## src/core/debug_support_pkg.sv

```systemverilog
// Purpose: Shared constants for the debug support unit
// Assumes: Byte-wide registers selected by a small index on the peripheral port
// Notes: Bus status codes are the encodings driven to the emulator
package debug_support_pkg;
  // Register indexes on the peripheral port
  localparam logic [1:0] IDX_DEBUG_CONFIG = 2'h0;
  localparam logic [1:0] IDX_DEBUG_FREEZE_ENABLE = 2'h1;
  // Field positions
  localparam int CFG_ON_BIT = 0;
  localparam int CFG_FREEZE_BIT = 1;
  localparam int FEN_TIMER_BIT = 0;
  localparam int FEN_TWOWIRE_BIT = 1;
  // Reset values
  localparam logic [7:0] DEBUG_CONFIG_RESET = 8'h00;
  localparam logic [7:0] DEBUG_FREEZE_ENABLE_RESET = 8'h00;
  // Core bus status codes
  localparam logic [2:0] BST_NOT_T1 = 3'h0;
  localparam logic [2:0] BST_WAIT = 3'h1;
  localparam logic [2:0] BST_INT_ACK = 3'h2;
  localparam logic [2:0] BST_NONCORE_DATA = 3'h3;
  localparam logic [2:0] BST_SEQ_FETCH = 3'h4;
  localparam logic [2:0] BST_NONSEQ_FETCH = 3'h5;
  localparam logic [2:0] BST_CORE_DATA = 3'h6;
  localparam logic [2:0] BST_EXCEPTION = 3'h7;
  // Address zones of a transaction
  localparam logic [1:0] ZONE_ONCHIP = 2'h0;
  localparam logic [1:0] ZONE_EXT_MEMORY = 2'h1;
  localparam logic [1:0] ZONE_BASE_MEMORY = 2'h2;
  localparam logic [1:0] ZONE_IO_EXPANSION = 2'h3;
  // Supervisory timer timeout in clock cycles
  localparam int WDT_TIMEOUT_CYCLES = 1024;
  localparam int WDT_COUNT_WIDTH = 16;
  // Monitoring address width
  localparam int MON_ADDR_WIDTH = 13;
endpackage : debug_support_pkg

```

## src/core/supervisory_timer.sv

```systemverilog
// Purpose: Supervisory timer counter with debug freeze
// Assumes: Refresh is a one-cycle pulse from software
// Notes: A pending timeout finishes its reset even while frozen
`timescale 1ns/1ps
module supervisory_timer #(
  parameter int TIMEOUT = debug_support_pkg::WDT_TIMEOUT_CYCLES
) (
  input wire logic mclk,
  input wire logic rst,
  input wire logic freeze,
  input wire logic refresh,
  output logic [debug_support_pkg::WDT_COUNT_WIDTH-1:0] count,
  output logic timeout_irq,
  output logic timer_reset
);
  localparam logic [debug_support_pkg::WDT_COUNT_WIDTH-1:0] RELOAD =
    debug_support_pkg::WDT_COUNT_WIDTH'(TIMEOUT - 1);
  logic [debug_support_pkg::WDT_COUNT_WIDTH-1:0] count_r;
  logic pending_r;
  logic irq_r;
  logic reset_r;

  always_ff @(posedge mclk)
  begin
    if (rst)
      count_r <= RELOAD;
    else if (refresh)
      count_r <= RELOAD;
    else if (!freeze && count_r != '0)
      count_r <= count_r - 1'b1;
  end

  // Timeout is only raised while running; its reset ignores freeze
  always_ff @(posedge mclk)
  begin
    if (rst)
    begin
      irq_r <= 1'b0;
      pending_r <= 1'b0;
      reset_r <= 1'b0;
    end
    else
    begin
      // A one-cycle pulse; the pending flag is still clear on the cycle after the raise
      irq_r <= !freeze && !refresh && count_r == '0 && !pending_r && !irq_r;
      if (irq_r)
        pending_r <= 1'b1;
      else if (reset_r)
        pending_r <= 1'b0;
      reset_r <= pending_r && !reset_r;
    end
  end

  assign count = count_r;
  assign timeout_irq = irq_r;
  assign timer_reset = reset_r;

  property p_hold_when_frozen;
    @(posedge mclk) disable iff (rst)
    (freeze && !refresh) |=> (count_r == $past(count_r));
  endproperty
  a_hold_when_frozen: assert property (p_hold_when_frozen) else $error("timer moved while frozen");

  property p_reset_despite_freeze;
    @(posedge mclk) disable iff (rst)
    irq_r |=> ##1 reset_r;
  endproperty
  a_reset_despite_freeze: assert property (p_reset_despite_freeze) else $error("timeout reset not taken");
endmodule : supervisory_timer

```

## src/core/debug_support_unit.sv

```systemverilog
// Purpose: Debug support: emulator interrupt, strap, freeze control, core activity monitor
// Assumes: All inputs synchronous to mclk; registers reached by index on the peripheral port
// Notes: Read data appears one cycle after the read strobe
`timescale 1ns/1ps
module debug_support_unit #(
  parameter int WDT_TIMEOUT = debug_support_pkg::WDT_TIMEOUT_CYCLES
) (
  input wire logic mclk,
  input wire logic rst,
  input wire logic dev_environment,
  input wire logic [1:0] reg_index,
  input wire logic reg_wr,
  input wire logic reg_rd,
  input wire logic [7:0] reg_wdata,
  output logic [7:0] reg_rdata,
  input wire logic emulator_irq_n,
  output logic emulator_nmi,
  input wire logic output_float_strap,
  output logic output_float,
  output logic wdt_freeze,
  output logic timer_freeze,
  output logic twowire_freeze,
  input wire logic wdt_refresh,
  output logic wdt_timeout_irq,
  output logic wdt_reset,
  input wire logic periph_rd_destructive,
  input wire logic periph_rd_nmi_status,
  input wire logic periph_rd_rtc,
  input wire logic periph_rd_host,
  output logic periph_rd_side_effect,
  input wire logic psr_wr,
  input wire logic psr_local_in,
  input wire logic psr_global_in,
  input wire logic trap_taken,
  input wire logic irq_taken,
  output logic local_irq_enable,
  output logic global_irq_enable,
  output logic maskable_irq_allowed,
  input wire logic txn_start,
  input wire logic [1:0] txn_zone,
  input wire logic [debug_support_pkg::MON_ADDR_WIDTH-1:0] txn_addr,
  input wire logic txn_byte,
  input wire logic txn_read,
  input wire logic txn_fetch,
  input wire logic txn_seq,
  input wire logic txn_core_data,
  input wire logic txn_exception,
  input wire logic txn_int_ack,
  input wire logic txn_ext8_word,
  input wire logic core_waiting,
  input wire logic instr_done,
  input wire logic instr_long,
  input wire logic instr_flush,
  output logic fetch_hold,
  output logic [2:0] core_bus_status,
  output logic [debug_support_pkg::MON_ADDR_WIDTH-1:0] mon_addr,
  output logic byte_lane_low,
  output logic byte_lane_high,
  output logic core_bus_read,
  output logic mon_cycle,
  output logic ext_cycle,
  output logic ext_memory_select,
  output logic base_memory_select,
  output logic io_expansion_select,
  output logic pipe_flow,
  output logic pipe_long_instr,
  output logic mon_oe
);
  typedef enum logic [0:0] {MON_IDLE, MON_SECOND} mon_state_type;

  logic [7:0] cfg_r;
  logic [7:0] fen_r;
  logic [7:0] rdata_r;
  logic irq_prev_r;
  logic nmi_r;
  logic strap_done_r;
  logic float_r;
  logic local_ie_r;
  logic global_ie_r;
  logic [2:0] status_r;
  logic [2:0] status_nxt;
  logic [debug_support_pkg::MON_ADDR_WIDTH-1:0] addr_r;
  logic lane_low_r;
  logic lane_high_r;
  logic read_r;
  logic mon_cycle_r;
  logic ext_cycle_r;
  logic sel_ext_r;
  logic sel_base_r;
  logic sel_io_r;
  logic pfs_r;
  logic pli_r;
  mon_state_type mon_state_r;
  logic debug_on;
  logic freeze_on;

  // Register file
  // Debug-on only survives in the development environment
  assign debug_on = cfg_r[debug_support_pkg::CFG_ON_BIT] & dev_environment;
  assign freeze_on = debug_on & cfg_r[debug_support_pkg::CFG_FREEZE_BIT];

  always_ff @(posedge mclk)
  begin
    if (rst)
      cfg_r <= debug_support_pkg::DEBUG_CONFIG_RESET;
    else if (reg_wr && reg_index == debug_support_pkg::IDX_DEBUG_CONFIG)
    begin
      cfg_r[debug_support_pkg::CFG_ON_BIT] <= reg_wdata[debug_support_pkg::CFG_ON_BIT] & dev_environment;
      cfg_r[debug_support_pkg::CFG_FREEZE_BIT] <= reg_wdata[debug_support_pkg::CFG_FREEZE_BIT];
    end
  end

  always_ff @(posedge mclk)
  begin
    if (rst)
      fen_r <= debug_support_pkg::DEBUG_FREEZE_ENABLE_RESET;
    else if (reg_wr && reg_index == debug_support_pkg::IDX_DEBUG_FREEZE_ENABLE)
    begin
      fen_r[debug_support_pkg::FEN_TIMER_BIT] <= reg_wdata[debug_support_pkg::FEN_TIMER_BIT];
      fen_r[debug_support_pkg::FEN_TWOWIRE_BIT] <= reg_wdata[debug_support_pkg::FEN_TWOWIRE_BIT];
    end
  end

  // Reserved bits are never stored, so they read as zero
  always_ff @(posedge mclk)
  begin
    if (rst)
      rdata_r <= 8'h00;
    else if (reg_rd)
    begin
      case (reg_index)
        debug_support_pkg::IDX_DEBUG_CONFIG:
          rdata_r <= {cfg_r[7:1], debug_on};
        debug_support_pkg::IDX_DEBUG_FREEZE_ENABLE:
          rdata_r <= fen_r;
        default:
          rdata_r <= 8'h00;
      endcase
    end
  end
  assign reg_rdata = rdata_r;

  // Emulator interrupt
  always_ff @(posedge mclk)
  begin
    if (rst)
    begin
      irq_prev_r <= 1'b1;
      nmi_r <= 1'b0;
    end
    else
    begin
      irq_prev_r <= emulator_irq_n;
      nmi_r <= irq_prev_r && !emulator_irq_n && debug_on;
    end
  end
  assign emulator_nmi = nmi_r;

  // Strap caught on the first edge after reset release, never during reset
  always_ff @(posedge mclk)
  begin
    if (rst)
    begin
      strap_done_r <= 1'b0;
      float_r <= 1'b0;
    end
    else if (!strap_done_r)
    begin
      strap_done_r <= 1'b1;
      float_r <= output_float_strap;
    end
  end
  assign output_float = float_r;
  assign mon_oe = !float_r;

  // Freeze distribution
  assign wdt_freeze = freeze_on;
  assign timer_freeze = freeze_on & fen_r[debug_support_pkg::FEN_TIMER_BIT];
  assign twowire_freeze = freeze_on & fen_r[debug_support_pkg::FEN_TWOWIRE_BIT];
  // Exempt read sources keep their side effects so status is not lost
  assign periph_rd_side_effect = periph_rd_destructive &
    (!freeze_on | periph_rd_nmi_status | periph_rd_rtc | periph_rd_host);

  supervisory_timer #(
    .TIMEOUT(WDT_TIMEOUT)
  ) u_wdt (
    .mclk(mclk),
    .rst(rst),
    .freeze(freeze_on),
    .refresh(wdt_refresh),
    .count(),
    .timeout_irq(wdt_timeout_irq),
    .timer_reset(wdt_reset)
  );

  // Core interrupt enables; auto-clear beats a simultaneous write
  always_ff @(posedge mclk)
  begin
    if (rst)
      local_ie_r <= 1'b0;
    else if (trap_taken || irq_taken)
      local_ie_r <= 1'b0;
    else if (psr_wr)
      local_ie_r <= psr_local_in;
  end

  always_ff @(posedge mclk)
  begin
    if (rst)
      global_ie_r <= 1'b0;
    else if (psr_wr)
      global_ie_r <= psr_global_in;
  end
  assign local_irq_enable = local_ie_r;
  assign global_irq_enable = global_ie_r;
  assign maskable_irq_allowed = local_ie_r & global_ie_r;

  // Bus status encoding
  always_comb
  begin
    status_nxt = debug_support_pkg::BST_NOT_T1;
    if (txn_start)
    begin
      if (txn_int_ack)
        status_nxt = debug_support_pkg::BST_INT_ACK;
      else if (txn_fetch)
        status_nxt = txn_seq ? debug_support_pkg::BST_SEQ_FETCH : debug_support_pkg::BST_NONSEQ_FETCH;
      else if (txn_exception)
        status_nxt = debug_support_pkg::BST_EXCEPTION;
      else if (txn_core_data)
        status_nxt = debug_support_pkg::BST_CORE_DATA;
      else
        status_nxt = debug_support_pkg::BST_NONCORE_DATA;
    end
    else if (mon_state_r == MON_SECOND)
      status_nxt = debug_support_pkg::BST_NOT_T1;
    else if (core_waiting)
      status_nxt = debug_support_pkg::BST_WAIT;
  end

  always_ff @(posedge mclk)
  begin
    if (rst)
      status_r <= debug_support_pkg::BST_NOT_T1;
    else
      status_r <= status_nxt;
  end
  assign core_bus_status = status_r;

  // Second external cycle of a word to 8-bit external memory; core holds off a new start meanwhile
  always_ff @(posedge mclk)
  begin
    if (rst)
      mon_state_r <= MON_IDLE;
    else
    begin
      case (mon_state_r)
        MON_IDLE:
          if (txn_start && txn_ext8_word && txn_zone == debug_support_pkg::ZONE_EXT_MEMORY)
            mon_state_r <= MON_SECOND;
        MON_SECOND:
          mon_state_r <= MON_IDLE;
        default:
          mon_state_r <= MON_IDLE;
      endcase
    end
  end

  always_ff @(posedge mclk)
  begin
    if (rst)
      ext_cycle_r <= 1'b0;
    else
      ext_cycle_r <= (txn_start && txn_zone != debug_support_pkg::ZONE_ONCHIP) || mon_state_r == MON_SECOND;
  end
  assign ext_cycle = ext_cycle_r;

  // Transaction description, held until the next start
  always_ff @(posedge mclk)
  begin
    if (rst)
    begin
      addr_r <= '0;
      lane_low_r <= 1'b0;
      lane_high_r <= 1'b0;
      read_r <= 1'b0;
      sel_ext_r <= 1'b0;
      sel_base_r <= 1'b0;
      sel_io_r <= 1'b0;
    end
    else if (txn_start)
    begin
      addr_r <= txn_addr;
      lane_low_r <= !txn_byte || !txn_addr[0];
      lane_high_r <= !txn_byte || txn_addr[0];
      read_r <= txn_read;
      sel_ext_r <= txn_zone == debug_support_pkg::ZONE_EXT_MEMORY;
      sel_base_r <= txn_zone == debug_support_pkg::ZONE_BASE_MEMORY;
      sel_io_r <= txn_zone == debug_support_pkg::ZONE_IO_EXPANSION;
    end
  end

  always_ff @(posedge mclk)
  begin
    if (rst)
      mon_cycle_r <= 1'b0;
    else
      mon_cycle_r <= txn_start && txn_zone == debug_support_pkg::ZONE_ONCHIP;
  end
  assign mon_addr = addr_r;
  assign byte_lane_low = lane_low_r;
  assign byte_lane_high = lane_high_r;
  assign core_bus_read = read_r;
  assign mon_cycle = mon_cycle_r;
  assign ext_memory_select = sel_ext_r;
  assign base_memory_select = sel_base_r;
  assign io_expansion_select = sel_io_r;

  // Pipe status
  always_ff @(posedge mclk)
  begin
    if (rst)
    begin
      pfs_r <= 1'b0;
      pli_r <= 1'b0;
    end
    else
    begin
      pfs_r <= instr_done;
      pli_r <= instr_done && instr_long;
    end
  end
  assign pipe_flow = pfs_r;
  assign pipe_long_instr = pli_r;
  // Holding the fetch one cycle keeps its status behind the pipe-flow mark
  assign fetch_hold = instr_done & instr_flush;

  property p_nmi_on_edge;
    @(posedge mclk) disable iff (rst)
    ($fell(emulator_irq_n) && debug_on) |=> emulator_nmi;
  endproperty
  a_nmi_on_edge: assert property (p_nmi_on_edge) else $error("emulator edge gave no nmi");

  property p_nmi_ignored_off;
    @(posedge mclk) disable iff (rst)
    !debug_on |=> !emulator_nmi;
  endproperty
  a_nmi_ignored_off: assert property (p_nmi_ignored_off) else $error("nmi while debug off");

  property p_on_reads_zero;
    @(posedge mclk) disable iff (rst)
    (reg_rd && reg_index == debug_support_pkg::IDX_DEBUG_CONFIG && !dev_environment) |=> !reg_rdata[0];
  endproperty
  a_on_reads_zero: assert property (p_on_reads_zero) else $error("debug-on read as one");

  property p_freeze_needs_on;
    @(posedge mclk) disable iff (rst)
    !debug_on |-> !(wdt_freeze || timer_freeze || twowire_freeze) && (periph_rd_side_effect == periph_rd_destructive);
  endproperty
  a_freeze_needs_on: assert property (p_freeze_needs_on) else $error("freeze acted with debug off");

  property p_nmi_status_exempt;
    @(posedge mclk) disable iff (rst)
    (periph_rd_destructive && periph_rd_nmi_status) |-> periph_rd_side_effect;
  endproperty
  a_nmi_status_exempt: assert property (p_nmi_status_exempt) else $error("status read effect lost");

  property p_irq_clears_local;
    @(posedge mclk) disable iff (rst)
    (trap_taken || irq_taken) |=> !local_irq_enable && !maskable_irq_allowed;
  endproperty
  a_irq_clears_local: assert property (p_irq_clears_local) else $error("local enable not cleared");

  property p_int_ack_code;
    @(posedge mclk) disable iff (rst)
    (txn_start && txn_int_ack) |=> core_bus_status == 3'h2;
  endproperty
  a_int_ack_code: assert property (p_int_ack_code) else $error("bad interrupt ack status");

  property p_ext8_second;
    @(posedge mclk) disable iff (rst)
    (txn_start && txn_ext8_word && txn_zone == debug_support_pkg::ZONE_EXT_MEMORY && mon_state_r == MON_IDLE)
      |=> ext_cycle ##1 (ext_cycle && core_bus_status == 3'h0);
  endproperty
  a_ext8_second: assert property (p_ext8_second) else $error("second cycle wrong");

  property p_byte_lanes;
    @(posedge mclk) disable iff (rst)
    (txn_start && txn_byte) |=> (byte_lane_low != byte_lane_high) && (byte_lane_high == mon_addr[0]);
  endproperty
  a_byte_lanes: assert property (p_byte_lanes) else $error("byte lane mismatch");

  property p_pipe_flow;
    @(posedge mclk) disable iff (rst)
    instr_done |=> pipe_flow && (pipe_long_instr == $past(instr_long));
  endproperty
  a_pipe_flow: assert property (p_pipe_flow) else $error("pipe status wrong");
endmodule : debug_support_unit

```

## config.mk

```make
export PLATFORM = sky130hd
export DESIGN_NAME = debug_support_unit
export DESIGN_NICKNAME = d
export VERILOG_FILES = /design/src/core/debug_support_pkg.sv /design/src/core/supervisory_timer.sv /design/src/core/debug_support_unit.sv
export SDC_FILE = /design/constraint.sdc
export NUM_CORES = 1
export LEC_CHECK = 0
export BUFFER_PORTS_ARGS = -buffer_cell sky130_fd_sc_hd__buf_2
export CORE_ASPECT_RATIO = 1.75
export CORE_MARGIN = 2
export CORE_UTILIZATION = 38
export DETAILED_ROUTE_END_ITERATION = 6
export GPL_ROUTABILITY_DRIVEN = 1
export PLACE_DENSITY = 0.68
export SYNTH_ARGS = -nofsm -noshare
export SYNTH_HDL_FRONTEND = slang
export SYNTH_SLANG_ARGS = --single-unit
```

## constraint.sdc

```tcl
create_clock -name mclk -period 1.54 [get_ports mclk]
set_input_delay 0.231 -clock mclk [delete_from_list [all_inputs] [get_ports mclk]]
set_output_delay 0.231 -clock mclk [all_outputs]
set_load 0.03 [all_outputs]
```

---- Word level (Yosys, flattened, before mapping) ----
Index checks and enable logic that the tools add are counted.
storage, ports and cells
  register bits ........................... 64
  latch bits .............................. 0
  RAM bits ................................ 0
  memory bits (read-only) ................. 0
  input port bits ......................... 55
  output and inout bits ................... 47
  logic and storage cells ................. 93
  memories ................................ 0
operators by class
  add/sub/neg operators ................... 1
  multiply operators ...................... 0
  div/mod/pow operators ................... 0
  magnitude comparators ................... 0
  eq/ne operators ......................... 4
  shift-type cells ........................ 0
  multiplexer cells ....................... 14
  bitwise operators ....................... 12
  reductions and logical operators ........ 36
operator list
  operator                                              number
  zero test 16 bit                                      1
  nonzero test 16 bit                                   1
  subtractor 16 x 1 -> 16 bit (second input constant)   1
  logical AND 1 bit                                     15
  two-way mux 3 bit                                     5
  zero test 1 bit                                       9
  bitwise AND 1 bit                                     8
  two-way mux 1 bit                                     7
  equality test 2 x 1 -> 1 bit (second input constant)  2
  equality test 2 bit (second input constant)           2
  zero test 2 bit                                       2
  logical OR 1 bit                                      4
  case mux 2 bit (2 select lines)                       1
  nonzero test 2 bit                                    2
  OR reduction 2 bit                                    2
  bitwise OR 1 bit                                      3
  case mux 1 bit (2 select lines)                       1
  inverter 1 bit                                        1

---- Longest topological paths before layout ----
Gate-level depths: netlist (run 1).
  depth in word-level cells ............... 7
  gate-level depth with buffers ........... 7

---- Cells and area by module ----
A second synthesis (run 1) with hierarchy kept.
second synthesis, totals
  cell total of the unflattened synthesis .. 257
  area total of the unflattened synthesis .. 2454.9 µm²
modules (own cells, without submodules)
  module              instances  cells an instance  area each (µm²)  sequential area each (µm²)
  debug_support_unit  1          150                1540.2           780.7
  supervisory_timer   1          107                914.6            380.4

---- Worst setup path after synthesis (run 1) ----
No wires, ideal clock.
  path type ............................... reg-to-reg
  from .................................... reg u_wdt.count_r, in the netlist u_wdt.count[0]
  to ...................................... reg u_wdt.count_r, in the netlist u_wdt.count[11]
  arrival ................................. 1.632 ns
  required time ........................... 1.481 ns
  slack ................................... -0.151 ns
  cell stages (with the launch flop) ...... 8
  path buffers ............................ 1
  path through ............................ dfxtp_1 -> inv_1 -> ha_1 -> and2b_2 -> a21bo_1 -> buf_6 -> or4_1 -> nand2_1
on the way
  cells in the longest elaborated chain, start to end .. 2
  elaborated cells on any way between the ends .. 3
  classes of those cells .................. 1 x add/sub; 2 x reduce/logical
RTL lines
  element                                                              line                     RTL
  start, declared                                                      supervisory_timer.sv:18  logic [debug_support_pkg::WDT_COUNT_WIDTH-1:0] count_r;
  start signal, assigned                                               supervisory_timer.sv:30  count_r <= count_r - 1'b1;
  branches (longest 2 deep; another with subtractor 16 x 1 -> 16 bit)  -
Parallel ways; which one is timed is not known.
A chain may end at the register's enable or synchronous reset.

---- Worst setup path in the final report (run 1) ----
  from .................................... reg cfg_r[0]
  to ...................................... out periph_rd_side_effect
on the way
  cells in the longest elaborated chain, start to end .. 7
RTL lines
  element                          line                       RTL
  start, declared                  debug_support_unit.sv:71   logic [7:0] cfg_r;
  start signal, assigned           debug_support_unit.sv:105  cfg_r <= debug_support_pkg::DEBUG_CONFIG_RESET;
  start signal, assigned by index  debug_support_unit.sv:108  cfg_r[debug_support_pkg::CFG_ON_BIT] <= reg_wdata[debug_support_pkg::CFG_ON_BIT] & dev_environment;
  start signal, assigned by index  debug_support_unit.sv:109  cfg_r[debug_support_pkg::CFG_FREEZE_BIT] <= reg_wdata[debug_support_pkg::CFG_FREEZE_BIT];
  bitwise AND 1 bit                debug_support_unit.sv:99   assign debug_on = cfg_r[debug_support_pkg::CFG_ON_BIT] & dev_environment;
  bitwise AND 1 bit                debug_support_unit.sv:100  assign freeze_on = debug_on & cfg_r[debug_support_pkg::CFG_FREEZE_BIT];
  zero test 1 bit                  debug_support_unit.sv:182  (!freeze_on | periph_rd_nmi_status | periph_rd_rtc | periph_rd_host);
  bitwise OR 1 bit (3 in series)   debug_support_unit.sv:182
  bitwise AND 1 bit                debug_support_unit.sv:181  assign periph_rd_side_effect = periph_rd_destructive &
  end, declared                    debug_support_unit.sv:30   output logic periph_rd_side_effect,
Every way passes these cells.

==> results by group, run 1 <==
Outcome
  • Run status: finished, violations left
  • Failing checks: negative setup slack

Timing
  • Final setup fails: 1
  • Final setup margin: -0.0379 ns
  • Minimum clock period: 1.58 ns
  • Unrepaired setup endpoints after global routing: yes
  • Fin. max-slew vios: 0
  • Final Hold Viols: 0
  • Worst Skew: 0.00792 ns
  • Worst-margin pin slew: 0.517 ns
  • WHS: 0.0529 ns
  • Fin crit share: 102%
  • Fmax: 634 MHz
  • Rel. slew slack: 65.5%

Synth
  • Post-synth ARST share: 0%
  • Most frequent cells after synthesis: dfxtp_1 (58), nor2_1 (32), mux2i_1 (24), a21oi_1 (13), o21ai_0 (11)
  • Most used DFF post-synth: dfxtp_1
  • Top post-synthesis cells by area: dfxtp_1 (47%), mux2i_1 (9.7%), nor2_1 (4.9%), a21oi_1 (2.6%), o21ai_0 (2.2%)
  • Yosys top cell area share: 47.1%
  • Area leader, netlist: dfxtp_1
  • Seq/Total Area, Yosys: 47.1%
  • EDFF count, synth: 0
  • Ys Warns: 0
  • Post-Syn Instances: 261
  • FF+latch count, synth: 58
  • Distinct cells, synth: 48
  • Synthesized area: 0.00247 mm²
  • Avg Cell Area, Syn: 9.45 µm²
  • Count leader, synth: dfxtp_1

Drt
  • DRC Markers: 0
  • Vias/cell: 4.99
  • Routed Antenna Nets: 0
  • Drt wl/cell: 13.0 µm
  • Initial detailed-routing violation count: 80
  • Via count: 2360
  • Total routed wirelength: 6150 µm
  • First-pass DRT Iterations: 4

Floorplan
  • Total core area: 0.00623 mm²
  • Total Die Area: 0.00718 mm²
  • # rows: 38
  • Die width: 64.9 µm
  • Die H: 111 µm
  • IO Pins: 102
  • Initial Util: 39.6%

Worst setup path
  • Critical path arrival: 1.35 ns
  • Crit. End Element: output port
  • Crit path launch type: flop
  • Critical path peak fanout: 5
  • CP required: 1.31 ns
  • Critical path type: flop to output port

Hold path
  • Hold Path Class: input pin to flop

Layout
  • Share of cells above drive strength 1: 44.0%
  • Area Growth Syn to Fin: 43.0%
  • Filler cells: 584
  • Final #Nets: 447
  • Post-route cell area: 0.00353 mm²
  • Antenna cell count: 0
  • Final std cells w/o fill: 473

GRT
  • Grt met1 use: 17.4%
  • First-pass GRT wire length: 10200 µm
  • GR peak layer: met2
  • Global route overflow: 0
  • Initial antenna violation count: 0
  • Largest net degree at the start of global routing: 36
  • Vias in the first global route: 2409
  • Met2 usage: 33.3%
  • Total track usage: 18.2%
  • Met3 usage: 4.68%

Run
  • Max-Cap Viols: 0

CTS
  • Clk Latency, worst-skew pair: 0.34 ns
  • Clk sinks: 58
  • CTS tree: yes
  • CTS Root Cell: clkbuf_8
  • H-tree levels: 3
  • Cts bufs inserted: 9
  • Clock buffer depth: 2
  • CTS clk-pin slew, worst paths: 0.06 ns

Placed design
  • Dpl hpwl: 4620 µm
  • Placed instance area: 0.00318 mm²
  • GPL Wtd Cong: 0.841
  • IO Port Bufs: 89
  • Cell count after placement: 450

Power
  • VDD IR max: 666 µV
  • Leak: 1.66 nW
  • P per Cell Area: 886 mW/mm²
==> metal layers <==
metal | vias up | share of wire (%)
met5 | - | 0
met4 | 0 | 3.0
met3 | 17 | 5.3
met2 | 71 | 56
met1 | 1095 | 35
li1 | 1177 | -
==> critical path: stages, from the launching register on <==
cell     delay [ns]
dfxtp_4        0.38
nand3_4        0.11
o41a_1         0.36
buf_6          0.16
==> area by class of cell <==
| cell class | count | area, µm² | area share, % |
|---|---|---|---|
| multi-input cells | 183 | 1290 | 36.7 |
| flip-flops and latches | 58 | 1170 | 33.3 |
| repair buffers | 128 | 762 | 21.6 |
| clock buffers | 11 | 141 | 4.01 |
| well taps | 80 | 100 | 2.84 |
| inverters | 10 | 37.5 | 1.06 |
| clock inverters | 3 | 17.5 | 0.497 |
==> logic make-up after synthesis <==
group	Yosys count	share of synthesized area (%)
fa+ha+maj	2	1.01
simple gates	109	25.5
buf+inv	25	5.02
flops	58	47.1
mux	24	9.74
compound gates	42	11.5
other cells	1	0.152
==> stage by stage <==
stage	total power, mW	util, %	TNS, ns	setup slack, ns
finish	3.13	56.6	-0.0379	-0.0379
global route	3.27	56.6	-0.235	-0.0824
CTS	3.17	54.7	-0.0701	-0.0701
detailed placement	2.00	51.0	-0.161	-0.0757
global placement	1.99	51.0	-0.0610	-0.0520
floorplan	1.85	-	-0.0455	-0.0455
==> flip-flops by register name, indices dropped and copies added (netlist names), 2 cells and up <==
signal	cells
mon_addr	13
reg_rdata	2
fen_r	2
cfg_r	2
core_bus_status	3
u_wdt.count	16
==> timing repair <==
item	4_1_cts	5_1_grt
gates resized for setup	11	22
setup buffers	5	4
pin swaps	5	10
hold buffers	0	0
endpoints found under the setup margin	9	15
==> path summary, 6_finish.rpt <==
kind | startpoint | endpoint | slack [ns] | cells past startpoint
setup / recovery | cfg_r[0] | periph_rd_side_effect | -0.04 | 3
hold / removal | irq_taken | local_irq_enable | 0.05 | 2
setup reg to reg | u_wdt.count[1] | u_wdt.count[8] | 0.03 | 7
hold reg to reg | u_wdt.timer_reset | u_wdt.timer_reset | 0.43 | 1
==> cells in the final DEF, fill, tap and decap left out, types with 5 or more instances in the layout <==
cell / count
nand2b_1: 6
o21ai_1: 5
o21ai_0: 6
nor2_1: 31
conb_1: 6
dfxtp_1: 53
and2_1: 5
a21oi_1: 13
nand3_1: 8
inv_1: 8
clkbuf_8: 10
mux2i_1: 24
buf_2: 87
nand4_1: 5
buf_6: 5
nand2_1: 8
buf_4: 35
==> report_power, final <==
| group | total [mW] | internal, mW | leakage, nW | switching [mW] |
|---|---|---|---|---|
| clock | 1.15 | 0.603 | 0.0810 | 0.551 |
| sequential | 1.58 | 1.55 | 0.475 | 0.0253 |
| combinational | 0.396 | 0.152 | 1.11 | 0.244 |
Power figures use the tool's default switching activity.
==> run 2, diff against run 1 <==
--- a/config.mk
+++ b/config.mk
@@ -6,12 +6,13 @@
 export NUM_CORES = 1
 export LEC_CHECK = 0
 export BUFFER_PORTS_ARGS = -buffer_cell sky130_fd_sc_hd__buf_2
+export CAP_MARGIN = 0
 export CORE_ASPECT_RATIO = 1.75
 export CORE_MARGIN = 2
 export CORE_UTILIZATION = 38
 export DETAILED_ROUTE_END_ITERATION = 6
 export GPL_ROUTABILITY_DRIVEN = 1
-export PLACE_DENSITY = 0.68
+export PLACE_DENSITY = 0.66
 export SYNTH_ARGS = -nofsm -noshare
 export SYNTH_HDL_FRONTEND = slang
 export SYNTH_SLANG_ARGS = --single-unit
==> constraint.sdc (replaced) <==
create_clock -name mclk -period 1.6 [get_ports mclk]
set_input_delay 0.24 -clock mclk [delete_from_list [all_inputs] [get_ports mclk]]
set_output_delay 0.24 -clock mclk [all_outputs]
set_load 0.03 [all_outputs]
==> results by group, run 2 (synthesis results as in run 1) <==
Outcome
  • Run status: finished clean

Placed design
  • IO Port Bufs: 89 (unchanged)
  • GPL Wtd Cong: 0.841 (unchanged)
  • Post-Place Worst Slack: -0.0150 ns (+0.0607 ns)
  • Dpl hpwl: 4410 µm (-4.6%)
  • Placed instance area: 0.00315 mm² (-0.91%)

Layout
  • Most frequent cells in the layout: buf_2 (88), dfxtp_1 (52), nor2_1 (32)
  • Area Growth Syn to Fin: 40.7%
  • Share of cells above drive strength 1: 41.8% (-2.2 points)
  • Antenna cell count: 0 (unchanged)
  • Final Core Density: 55.7% (-0.88 points)
  • Most common library cell in the layout ignoring fill and taps: buf_2
  • Final #Nets: 438 (-2.0%)
  • Max reg flops: 16 (unchanged)
  • Post-route cell area: 0.00347 mm² (-1.6%)

Timing
  • Unrepaired setup endpoints after global routing: yes
  • WHS: 0.0742 ns (+0.0213 ns)
  • Worst Skew: 0.0106 ns (+0.00268 ns)
  • Fin. max-slew vios: 0 (unchanged)
  • Minimum clock period: 1.57 ns
  • Fmax: 638 MHz
  • Final Hold Viols: 0 (unchanged)
  • Final setup margin: 0.0331 ns (+0.0710 ns)
  • Final setup fails: 0 (-1)
  • Worst-margin pin slew: 0.537 ns (+0.0194 ns)
  • Fin crit share: 97.9%
  • Rel. slew slack: 64.1% (-1.4 points)

Worst setup path
  • Crit. End Element: flop
  • Reg2Reg Launch Point: u_wdt.count[0]
  • Crit-path max cell delay: 0.48 ns (+0.10 ns)
  • CP required: 1.87 ns (+0.56 ns)
  • CP Buf/Inv Count: 1 (unchanged)
  • CP delay by family, top: simple AND/OR/NAND/NOR gates
  • Crit path launch type: flop
  • Critical path type: flop to flop
  • R2R depth: 6 (-1)
  • WP depth: 6 (+3)
  • Reg-to-reg slack, setup: 0.03 ns (about the same)
  • Worst path slowest cell: or4_4
  • Critical path peak fanout: 5 (unchanged)
  • Worst reg2reg endpoint: u_wdt.count[12]
  • Critical path arrival: 1.84 ns (+0.49 ns)
  • Worst path cell trace: inv_2, ha_4, and2b_2, a21bo_4, or4_4, nand2_2

Drt
  • Vias/cell: 5.00 (+0.21%)
  • Initial detailed-routing violation count: 58 (-28%)
  • First-pass DRT Iterations: 4 (unchanged)
  • Total routed wirelength: 5910 µm (-3.9%)
  • Via count: 2325 (-1.5%)
  • Routed Antenna Nets: 0 (unchanged)
  • Drt wl/cell: 12.7 µm (-2.3%)
  • DRC Markers: 0 (unchanged)

Floorplan
  • IO Pins: 102 (unchanged)
  • Total Die Area: 0.00718 mm² (unchanged)
  • Die H: 111 µm (unchanged)
  • # rows: 38 (unchanged)
  • Die width: 64.9 µm (unchanged)
  • Initial Util: 39.6% (unchanged)
  • Total core area: 0.00623 mm² (unchanged)

CTS
  • Clock buffer depth: 2 (unchanged)
  • Cts bufs inserted: 9 (unchanged)
  • CTS Root Cell: clkbuf_8
  • CTS tree: yes
  • Clk Latency, worst-skew pair: 0.33 ns (about the same)
  • H-tree levels: 3 (unchanged)
  • CTS clk-pin slew, worst paths: 0.07 ns (about the same)
  • Clk sinks: 58 (unchanged)

GRT
  • First-pass GRT wire length: 9600 µm (-5.9%)
  • Global route overflow: 0 (unchanged)
  • Largest net degree at the start of global routing: 39 (+8.3%)
  • Total track usage: 16.7% (-1.5 points)
  • Vias in the first global route: 2250 (-6.6%)
  • Initial antenna violation count: 0 (unchanged)

Hold path
  • Worst hold stages: 2 (unchanged)
  • Hold path start: trap_taken
  • Hold Path Sink: local_irq_enable
  • Hold Path Class: input pin to flop

Run
  • Max-Cap Viols: 0 (unchanged)

Power
  • Total Power: 3.27 mW (+4.5%)
  • P per Cell Area: 941 mW/mm² (+6.2%)
  • VDD IR max: 525 µV (-21%)
  • Leak: 1.65 nW (-0.96%)
-- run 2: stage by stage --
| step | std cells | setup TNS [ns] |
|---|---|---|
| 3_3_place_gp | 445 | 0 |
| 2_1_floorplan | 266 | -0.0148 |
| 4_1_cts | 460 | -0.00620 |
| 3_5_place_dp | 445 | -0.0150 |
| 5_1_grt | 465 | -0.338 |
| 6_report | 465 | 0 |
-- run 2: area by class of cell --
cell class	instances	area [µm²]
Fill cell	592	2760
Multi-Input combinational cell	184	1270
Sequential cell	58	1170
Timing Repair Buffer	118	689
Clock buffer	13	169
Tap cell	80	100
Inverter	10	37.5
Clock inverter	2	35.0
-- run 2: worst max path at each step --
stage | start | endpoint
global route | u_wdt.count[7] | u_wdt.count[13]
global placement | u_wdt.count[0] | u_wdt.count[12]
floorplan | u_wdt.count[0] | u_wdt.count[12]
finish | u_wdt.count[0] | u_wdt.count[12]
CTS | u_wdt.count[0] | u_wdt.count[8]
detailed placement | u_wdt.count[0] | u_wdt.count[12]
-- run 2: worst register-to-register path, cell delays in order, from the launching register on --
cell	delay [ns]
dfxtp_2	0.33
inv_2	0.05
ha_4	0.15
and2b_2	0.22
a21bo_4	0.24
or4_4	0.48
nand2_2	0.06
-- run 2: layer usage --
metal / vias to the layer above / global-route usage [%] / wire length (µm)
met5: - / 0 / 0
met4: 0 / 7.09 / 94
met3: 9 / 5.70 / 325
met2: 67 / 29.3 / 3200
met1: 1088 / 17.7 / 2290
li1: 1161 / - / -
-- run 2: report_power, final --
part / leakage, nW / total [mW] / internal, mW / switching [mW]
Combinational: 1.07 / 0.374 / 0.144 / 0.230
Clock: 0.106 / 1.38 / 0.837 / 0.541
Sequential: 0.474 / 1.51 / 1.49 / 0.0237
Total: 1.65 / 3.27 / 2.47 / 0.795
-- run 2: what timing repair did --
action | CTS | global route
endpoints found under the setup margin | 7 | 9
setup buffers | 0 | 3
gates resized for setup | 10 | 17
pin swaps | 0 | 10
cloned | 0 | 2
hold buffers | 0 | 0
